===== config.mk =====
export PLATFORM = sky130hd
export DESIGN_NAME = spi_flags_clocking_unit
export DESIGN_NICKNAME = d
export VERILOG_FILES = /design/src/logic/spi_flags_clocking_unit.v
export VERILOG_INCLUDE_DIRS = /design/src /design/src/logic
export SDC_FILE = /design/constraint.sdc
export NUM_CORES = 1
export LEC_CHECK = 0
export BUFFER_PORTS_ARGS = -buffer_cell sky130_fd_sc_hd__clkbuf_2
export CORE_MARGIN = 8
export CORE_UTILIZATION = 63
export DETAILED_ROUTE_END_ITERATION = 8
export PLACE_DENSITY = 0.87
export SLEW_MARGIN = 40
export SYNTH_ARGS = -nofsm -noshare
export SYNTH_HDL_FRONTEND = slang
export SYNTH_SLANG_ARGS = --single-unit
export TNS_END_PERCENT = 50

===== constraint.sdc =====
create_clock -name clk -period 3.45 [get_ports clk]
set_input_delay 0.1725 -clock clk [delete_from_list [all_inputs] [get_ports clk]]
set_output_delay 0.1725 -clock clk [all_outputs]
set_load 0.03 [all_outputs]

===== src/logic/spi_unit_defs.vh =====
// Register map, field positions, reset values and timing counts of the serial port unit
`ifndef SPI_UNIT_DEFS_VH
`define SPI_UNIT_DEFS_VH
// ------------------------------------------------------------
// Register addresses
// ------------------------------------------------------------
`define ADDR_CONFIG 8'ha1
`define ADDR_RATE 8'ha2
`define ADDR_DATA 8'ha3
`define ADDR_CONTROL 8'hf8
// ------------------------------------------------------------
// Control register fields
// ------------------------------------------------------------
`define CTL_DONE 7
`define CTL_WRITE_COLLISION_FLAG 6
`define CTL_MODE_FAULT_FLAG 5
`define CTL_OVRN 4
`define CTL_SMHI 3
`define CTL_SMLO 2
`define CTL_TXMT 1
`define CTL_EN 0
// ------------------------------------------------------------
// Config register fields
// ------------------------------------------------------------
`define CFG_BUSY 7
`define CFG_MSTR 6
`define CFG_CPHA 5
`define CFG_CPOL 4
// ------------------------------------------------------------
// Reset values
// ------------------------------------------------------------
`define RST_CONFIG 8'h07
`define RST_CONTROL 8'h06
`define RST_RATE 8'h00
// ------------------------------------------------------------
// Timing: core clock period in ns, other counts in system clock periods
// ------------------------------------------------------------
`define CORE_PERIOD_NS 50
`define LAST_EDGE_MIN_T 6
`define SYNC_LATENCY 3
`define RELOAD_DELAY ((`LAST_EDGE_MIN_T) - (`SYNC_LATENCY))
`endif


===== src/logic/spi_flags_clocking_unit.v =====
// Serial port unit: flags, clock format, master divider, slave shifter
`timescale 1ns/1ps
`default_nettype none
`include "spi_unit_defs.vh"

module spi_flags_clocking_unit (
  input wire clk, // Core clock
  input wire reset, // Synchronous reset, active high
  input wire [7:0] sfr_addr, // Register address
  input wire sfr_wr, // Register write strobe
  input wire sfr_rd, // Register read strobe
  input wire [7:0] sfr_wdata, // Register write data
  output reg [7:0] sfr_rdata, // Register read data, one cycle after strobe
  output reg irq_req, // Interrupt request, any flag set
  input wire sck_in, // SCK pin level
  output reg sck_out, // SCK driven level
  output reg sck_oe, // SCK drive enable
  input wire mosi_in, // MOSI pin level
  output reg mosi_out, // MOSI driven level
  output reg mosi_oe, // MOSI drive enable
  input wire miso_in, // MISO pin level
  output reg miso_out, // MISO driven level
  output reg miso_oe, // MISO drive enable
  input wire nss_in, // Select pin level
  output reg nss_out, // Select driven level
  output reg nss_oe // Select drive enable
);

  // ------------------------------------------------------------
  // Pin synchronisers
  // ------------------------------------------------------------
  reg [3:0] sync1_r;
  reg [3:0] sync2_r;
  reg sck_prev_r;
  reg nss_prev_r;
  wire sck_s = sync2_r[0];
  wire mosi_s = sync2_r[1];
  wire miso_s = sync2_r[2];
  wire nss_s = sync2_r[3];

  // Two flops on every pin input
  always @(posedge clk) begin
    sync1_r <= {nss_in, miso_in, mosi_in, sck_in};
    sync2_r <= sync1_r;
    sck_prev_r <= sck_s;
    nss_prev_r <= nss_s;
  end

  // ------------------------------------------------------------
  // Registers and state
  // ------------------------------------------------------------
  reg master_r, cpha_r, cpol_r;
  reg done_r, write_collision_flag_r, mode_fault_flag_r, ovrn_r, smhi_r, smlo_r, en_r;
  reg [7:0] rate_r;
  reg [7:0] txbuf_r;
  reg txfull_r;
  reg [7:0] sh_r;
  reg sh_empty_r;
  reg [7:0] rxsh_r;
  reg [7:0] rxbuf_r;
  reg rxfull_r;
  reg [3:0] bitcnt_r;
  reg busy_r;
  reg [7:0] div_r;
  reg half_r;
  reg [1:0] reload_r;

  // Address decode and mode terms
  function hit;
    input [7:0] a;
    input [7:0] b;
    begin
      hit = (a == b);
    end
  endfunction

  wire wr_data = sfr_wr && hit(sfr_addr, `ADDR_DATA);
  wire wr_ctl = sfr_wr && hit(sfr_addr, `ADDR_CONTROL);
  wire wr_cfg = sfr_wr && hit(sfr_addr, `ADDR_CONFIG);
  wire rd_data = sfr_rd && hit(sfr_addr, `ADDR_DATA);
  wire is_master = en_r && master_r;
  wire is_slave = en_r && !master_r;
  wire four_wire_in = !smhi_r && smlo_r;
  wire selected = four_wire_in ? !nss_s : 1'b1;
  wire nss_fall = nss_prev_r && !nss_s;

  // Slave SCK edges, only while selected
  wire sck_edge = is_slave && selected && (sck_s != sck_prev_r);
  wire lead_edge = sck_edge && (sck_s != cpol_r);
  wire samp_edge = cpha_r ? (sck_edge && !lead_edge) : lead_edge;
  wire shift_edge = cpha_r ? lead_edge : (sck_edge && !lead_edge);
  wire slv_done = samp_edge && (bitcnt_r == 4'h7);
  wire [7:0] slv_byte = {rxsh_r[6:0], mosi_s};

  // Master timing terms
  wire div_end = (div_r == rate_r);
  wire bit_end = busy_r && is_master && div_end && half_r;
  wire mst_done = bit_end && (bitcnt_r == 4'h7);
  wire mode_fault = is_master && four_wire_in && !nss_s;

  // Shifter may take the buffer now
  wire mst_start = is_master && !busy_r && txfull_r;
  wire slv_idle_load = is_slave && sh_empty_r && txfull_r && (bitcnt_r == 4'h0) &&
                       (reload_r == 2'h0);
  // Buffer moves into the shifter this cycle
  wire tx_taken = mst_start || slv_idle_load || (reload_r == 2'h1) ||
                  (slv_done && !cpha_r && txfull_r);
  // Phase 1 reload delay, cut to the counter width on purpose
  localparam [31:0] RELOAD_FULL = `RELOAD_DELAY;

  // ------------------------------------------------------------
  // Configuration and rate registers
  // ------------------------------------------------------------
  always @(posedge clk) begin
    if (reset) begin
      master_r <= 1'b0;
      cpha_r <= 1'b0;
      cpol_r <= 1'b0;
      rate_r <= `RST_RATE;
    end else begin
      if (wr_cfg) begin
        master_r <= sfr_wdata[`CFG_MSTR];
        cpha_r <= sfr_wdata[`CFG_CPHA];
        cpol_r <= sfr_wdata[`CFG_CPOL];
      end
      if (mode_fault) begin
        master_r <= 1'b0;
      end
      if (sfr_wr && hit(sfr_addr, `ADDR_RATE)) begin
        rate_r <= sfr_wdata;
      end
    end
  end

  // ------------------------------------------------------------
  // Control register and flags; a set beats a clear
  // ------------------------------------------------------------
  always @(posedge clk) begin
    if (reset) begin
      done_r <= 1'b0;
      write_collision_flag_r <= 1'b0;
      mode_fault_flag_r <= 1'b0;
      ovrn_r <= 1'b0;
      smhi_r <= 1'b0;
      smlo_r <= 1'b1;
      en_r <= 1'b0;
    end else begin
      if (wr_ctl) begin
        done_r <= sfr_wdata[`CTL_DONE] | mst_done | slv_done;
        write_collision_flag_r <= sfr_wdata[`CTL_WRITE_COLLISION_FLAG] | (wr_data & txfull_r);
        mode_fault_flag_r <= sfr_wdata[`CTL_MODE_FAULT_FLAG] | mode_fault;
        ovrn_r <= sfr_wdata[`CTL_OVRN] | (slv_done & rxfull_r);
        smhi_r <= sfr_wdata[`CTL_SMHI];
        smlo_r <= sfr_wdata[`CTL_SMLO];
        en_r <= sfr_wdata[`CTL_EN] & !mode_fault;
      end else begin
        done_r <= done_r | mst_done | slv_done;
        write_collision_flag_r <= write_collision_flag_r | (wr_data & txfull_r);
        mode_fault_flag_r <= mode_fault_flag_r | mode_fault;
        ovrn_r <= ovrn_r | (slv_done & rxfull_r);
        if (mode_fault) begin
          en_r <= 1'b0;
        end
      end
    end
  end

  // ------------------------------------------------------------
  // Transmit buffer
  // ------------------------------------------------------------
  always @(posedge clk) begin
    if (reset) begin
      txbuf_r <= 8'h00;
      txfull_r <= 1'b0;
    end else if (wr_data && !txfull_r) begin
      txbuf_r <= sfr_wdata;
      txfull_r <= 1'b1;
    end else if (wr_data) begin
      txfull_r <= !tx_taken;
    end else if (tx_taken) begin
      txfull_r <= 1'b0;
    end
  end

  // ------------------------------------------------------------
  // Receive buffer; cleared by a data read
  // ------------------------------------------------------------
  always @(posedge clk) begin
    if (reset) begin
      rxbuf_r <= 8'h00;
      rxfull_r <= 1'b0;
    end else if (slv_done && !rxfull_r) begin
      rxbuf_r <= slv_byte;
      rxfull_r <= 1'b1;
    end else if (mst_done) begin
      rxbuf_r <= {sh_r[6:0], miso_s};
      rxfull_r <= 1'b1;
    end else if (rd_data && !slv_done) begin
      rxfull_r <= 1'b0;
    end
  end

  // ------------------------------------------------------------
  // Master clock divider: one half period per rate+1 clocks
  // ------------------------------------------------------------
  always @(posedge clk) begin
    if (reset || !busy_r || !is_master || div_end) begin
      div_r <= 8'h00;
    end else begin
      div_r <= div_r + 8'h01;
    end
  end

  // ------------------------------------------------------------
  // Shifter, bit counter and busy
  // ------------------------------------------------------------
  always @(posedge clk) begin
    if (reset || !en_r || mode_fault) begin
      sh_r <= 8'h00;
      sh_empty_r <= 1'b1;
      rxsh_r <= 8'h00;
      bitcnt_r <= 4'h0;
      busy_r <= 1'b0;
      half_r <= 1'b0;
      reload_r <= 2'h0;
    end else if (is_master) begin
      if (mst_start) begin
        sh_r <= txbuf_r;
        sh_empty_r <= 1'b0;
        busy_r <= 1'b1;
        bitcnt_r <= 4'h0;
        half_r <= 1'b0;
      end else if (busy_r && div_end) begin
        half_r <= !half_r;
        if (half_r) begin
          sh_r <= {sh_r[6:0], miso_s};
          bitcnt_r <= bitcnt_r + 4'h1;
          if (mst_done) begin
            busy_r <= 1'b0;
            sh_empty_r <= 1'b1;
            bitcnt_r <= 4'h0;
          end
        end
      end
    end else begin
      busy_r <= (bitcnt_r != 4'h0);
      if (four_wire_in && nss_fall) begin
        bitcnt_r <= 4'h0;
      end else if (samp_edge) begin
        rxsh_r <= slv_byte;
        bitcnt_r <= slv_done ? 4'h0 : bitcnt_r + 4'h1;
      end
      if (slv_done) begin
        sh_empty_r <= 1'b1;
        if (cpha_r && txfull_r) begin
          reload_r <= RELOAD_FULL[1:0];
        end else if (txfull_r) begin
          sh_r <= txbuf_r;
          sh_empty_r <= 1'b0;
        end
      end else if (slv_idle_load) begin
        sh_r <= txbuf_r;
        sh_empty_r <= 1'b0;
      end else if (reload_r != 2'h0) begin
        reload_r <= reload_r - 2'h1;
        if (reload_r == 2'h1) begin
          sh_r <= txbuf_r;
          sh_empty_r <= 1'b0;
        end
      end else if (shift_edge && bitcnt_r != 4'h0) begin
        sh_r <= {sh_r[6:0], 1'b0};
      end
    end
  end

  // ------------------------------------------------------------
  // Pin drivers, all registered
  // ------------------------------------------------------------
  always @(posedge clk) begin
    if (reset) begin
      sck_out <= 1'b0;
      sck_oe <= 1'b0;
      mosi_out <= 1'b0;
      mosi_oe <= 1'b0;
      miso_out <= 1'b0;
      miso_oe <= 1'b0;
      nss_out <= 1'b1;
      nss_oe <= 1'b0;
    end else begin
      // Idle at polarity; active half depends on phase
      sck_out <= (busy_r && is_master) ? (cpol_r ^ (half_r ^ cpha_r)) : cpol_r;
      sck_oe <= is_master;
      mosi_out <= sh_r[7];
      mosi_oe <= is_master;
      miso_out <= sh_r[7];
      miso_oe <= is_slave && selected;
      nss_out <= smlo_r;
      nss_oe <= en_r && smhi_r;
    end
  end

  // ------------------------------------------------------------
  // Read data and interrupt request
  // ------------------------------------------------------------
  always @(posedge clk) begin
    if (reset) begin
      sfr_rdata <= 8'h00;
      irq_req <= 1'b0;
    end else begin
      irq_req <= done_r | write_collision_flag_r | mode_fault_flag_r | ovrn_r;
      if (sfr_rd) begin
        case (sfr_addr)
          `ADDR_CONFIG: sfr_rdata <= {busy_r, master_r, cpha_r, cpol_r,
                                      is_slave && selected, nss_s, sh_empty_r,
                                      master_r | !rxfull_r};
          `ADDR_CONTROL: sfr_rdata <= {done_r, write_collision_flag_r, mode_fault_flag_r, ovrn_r,
                                       smhi_r, smlo_r, !txfull_r, en_r};
          `ADDR_RATE: sfr_rdata <= rate_r;
          `ADDR_DATA: sfr_rdata <= rxbuf_r;
          default: sfr_rdata <= 8'h00;
        endcase
      end
    end
  end

endmodule // spi_flags_clocking_unit
`default_nettype wire


==> metrics.md <==
| Metric | Value |
|---|---|
| Post-synth top area share | ~46% |
| Drt total wl | approximately 10000 microns |
| Synth area leader | dfxtp_1 |
| CTS Buffer Depth | 2 |
| Avg Cell Area, Syn | roughly 9 sq um |
| FMAX | 418 MHz |
| Lkg Pwr | between 1.5 and 2 nW |
| Post-DP HPWL | 7190 microns |
| Post-Synth Adder-Cell Area | about 1.5% |
| Die extent in x | 96.5 microns |
| I/O Buffers | 40 |
| Unique masters post-synth | 58 |
| Drc violations | 0 |
| Post-synthesis xor/xnor area fraction | between 5 and 6% |
| First-pass GRT wire length | around 16,000 microns |
| Max Cap Violations | 0 |
| Design Area, Final | 4560 sq um |
| Crit start category | register |
| Power density cells | between 400 and 500 nW/um^2 |
| Share of cells above drive strength 1 | around 15% |
| Synth Register Bits | 93 |
| Setup Skew | 0.0101 ns |
| I/O pin count | a little over 40 |
| Outcome | finished, final reports clean |
| Largest family of logic cells by synthesized area | simple AND/OR/NAND/NOR gates |
| NumNets Final | between 500 and 600 |
| # diodes | 0 |
| Initial antenna violation count | 0 |
| CTS sink count | 93 |
| RePlAce Congestion | around 0.94 |
| Met3 Resource Use GR | under 10% |
| Met1 Usage GRT | 28.0% |
| Post-synthesis compound-gate area fraction | 17.3% |
| Ys flop type | dfxtp_1 |
| Vias per cell | about 6.2 |
| Final setup TNS | 0 ns |
| Final setup margin | ~1.1 ns |
| Final hold viol count | 0 |
| Root Buffer | clkbuf_8 |
| Hold slack | 0.0911 ns |
| Mux share of post-synthesis cell area | under 10% |
| Class of the worst hold path | in2reg |
| Max FO, Critical Path | 9 |
| Busiest grt layer | met2 |
| CTS tree | built |
| Dpl cell area | 4310 sq um |
| 1st-iter DRT viols | 369 |
| Net Sw Frac | 21.5% |
| Total GRT Usage | between 20% and 30% |
| Tot Pwr | roughly 0.0019 W |
| Synth warnings | 0 |
| Antenna Nets Post-Route | 0 |
| RSZ-0062 raised after global routing | false |
| Net switching power | approximately 0.00041 W |
| Routed WL per cell | approximately 18 microns |
| Period Utilization, post-route | a little over two thirds |
| Die Ht | slightly below 100 microns |
| Slew Viols, Final | 0 |
| Register area share after synthesis | between 40% and 50% |
| H-tree levels | 3 |
| Critical path required time | 3.65 ns |
| CTS clk-pin slew, worst paths | 0.09 ns |
| Crit Path Category | reg2reg |
| Largest net degree at the start of global routing | between 50 and 60 |
| Synth Net Count | between 400 and 500 |
| CP Capture Type | register |
| Comb pwr share | about 2.9% |
| Post-synth EDFFs | 0 |
| Total CTS buffers | 9 |
| Worst-Margin Slew | 0.705 ns |
| Top-count cell post-synth | dfxtp_1 |
| Aggregate global routing overflow | 0 |
| Filler cells | between 400 and 500 |
| Area grow syn2layout | 11.5% |
| Met2 Use GR | 36.3% |
| Synth area leaders | dfxtp_1, mux2i_1, a21oi_1 |
| Setup bufs post-CTS | 0 |
| Post-place setup slack | approximately 1.1 ns |
| Starting Density | between 60 and 70% |
| Post-Syn Area | about 4000 sq um |
| Vias | between 3,000 and 4,000 |
| Final min period | between 2 and 2.5 ns |
| Die footprint | 9320 sq um |
| Pint | about 0.0015 W |
| Worst relative slew slack | 51.8% |
| Number of global-route vias before repair | roughly 3,300 |
| CP arrival | approximately 2.6 ns |
| Core area | between 6000 and 7000 sq um |
| # rows | 29 |
| Seq pwr share | 56.5% |
| Latest clock arrival within the worst-skew pair | between 0.3 and 0.4 ns |
| Drt first pass iters | 7 |
| Post-synthesis simple-gate area fraction | slightly above 20% |
| Setup violators final | 0 |
| Peak VDD IR | between 0.3 and 0.4 mV |
| Top cell types by occurrence after synthesis | dfxtp_1, a21oi_1, nor2_1, nand2_1, mux2i_1 |
| Post-synthesis cell count | around 450 |
| Power share of the clock group | roughly two fifths |
| Ys async rst share | 0% |
## layout by cell type, fill, tap and decap left out, drive strengths merged, types with 5 or more instances in the layout
master and instances:
nand2b 9, a22oi 9, xnor2 10, dfxtp 93, a21oi 51, a211oi 9
nand3 22, and3 8, xor2 8, o21ai 10, clkbuf 49, nor2 47
a222oi 7, mux2i 27, a21o 9, ha 5, inv 10, nand2 44
## critical path, stage by stage (launching register included)
cell and delay, ns:
dfxtp_1 0.33, inv_1 0.09, ha_1 0.15, or3b_2 0.50, o21ai_0 0.20, a31oi_1 0.06
o21ai_1 0.47, and2_2 0.34, a211oi_1 0.10
## power by group through the flow
stage	clock network, W	logic (W)	registers [W]
floorplan	0	0.0000272	0.00111
global placement	0	0.0000492	0.00111
detailed placement	0	0.0000504	0.00111
CTS	0.000784	0.0000543	0.00108
global route	0.000831	0.0000587	0.00108
finish	0.000777	0.0000556	0.00108
## kinds of logic (layout without fill, tap and decap cells)
logic type / count (synthesis) / in the layout
AO/OA/AOI/OAI: 109 / 109
XOR/XNOR: 19 / 19
adder cells (fa/ha/maj): 5 / 5
buffers and inverters: 36 / 73
flip-flops: 93 / 93
multiplexers: 27 / 27
AND/OR/NAND/NOR: 165 / 165
## state kept, by name (all words and copies together), names as in the netlist, 2 cells and up
name	cells
rate_r	8
bitcnt_r	4
sfr_rdata	8
sync1_r	4
rxsh_r	7
reload_r	2
txbuf_r	8
sync2_r	4
div_r	8
sh_r	8
rxbuf_r	8
## routing by layer
| layer | part of all wire, % | wire, microns | vias to the layer above |
|---|---|---|---|
| li1 | - | - | 1679 |
| met1 | 41 | 4100 | 1644 |
| met2 | 48 | 4750 | 172 |
| met3 | 8.3 | 829 | 36 |
| met4 | 3.1 | 308 | 0 |
| met5 | 0 | 0 | - |
## through the flow
step / utilization (%) / std cells
2_1_floorplan: - / 454
3_3_place_gp: 68.2 / 549
3_5_place_dp: 68.2 / 549
4_1_cts: 72.2 / 568
5_1_grt: 72.2 / 568
6_report: 72.2 / 568
## final timing paths
check                    start    endpoint  slack, ns  cells past startpoint
setup / recovery   bitcnt_r[0]     sh_r[5]       1.06                      8
setup reg to reg   bitcnt_r[0]     sh_r[5]       1.06                      8
hold reg to reg     sync1_r[2]  sync2_r[2]       0.33                      0
hold / removal    sfr_wdata[0]        en_r       0.09                      3
## area by class of cell
| cell class | instances | area [sq um] | area share, % |
|---|---|---|---|
| clock buffer | 9 | 124 | 2.72 |
| clock inverter | 6 | 88.8 | 1.95 |
| inverter | 10 | 37.5 | 0.823 |
| multi-input combinational | 325 | 2080 | 45.6 |
| sequential | 93 | 1860 | 40.8 |
| tap | 77 | 96.3 | 2.11 |
| timing repair buffer | 48 | 273 | 5.98 |
## what timing repair did
action	4_1_cts	5_1_grt
hold buffers	4	0
setup endpoints to repair	0	0
hold endpoints to repair	4	0
gates resized for setup	0	0
Power figures use the tool's default switching activity.
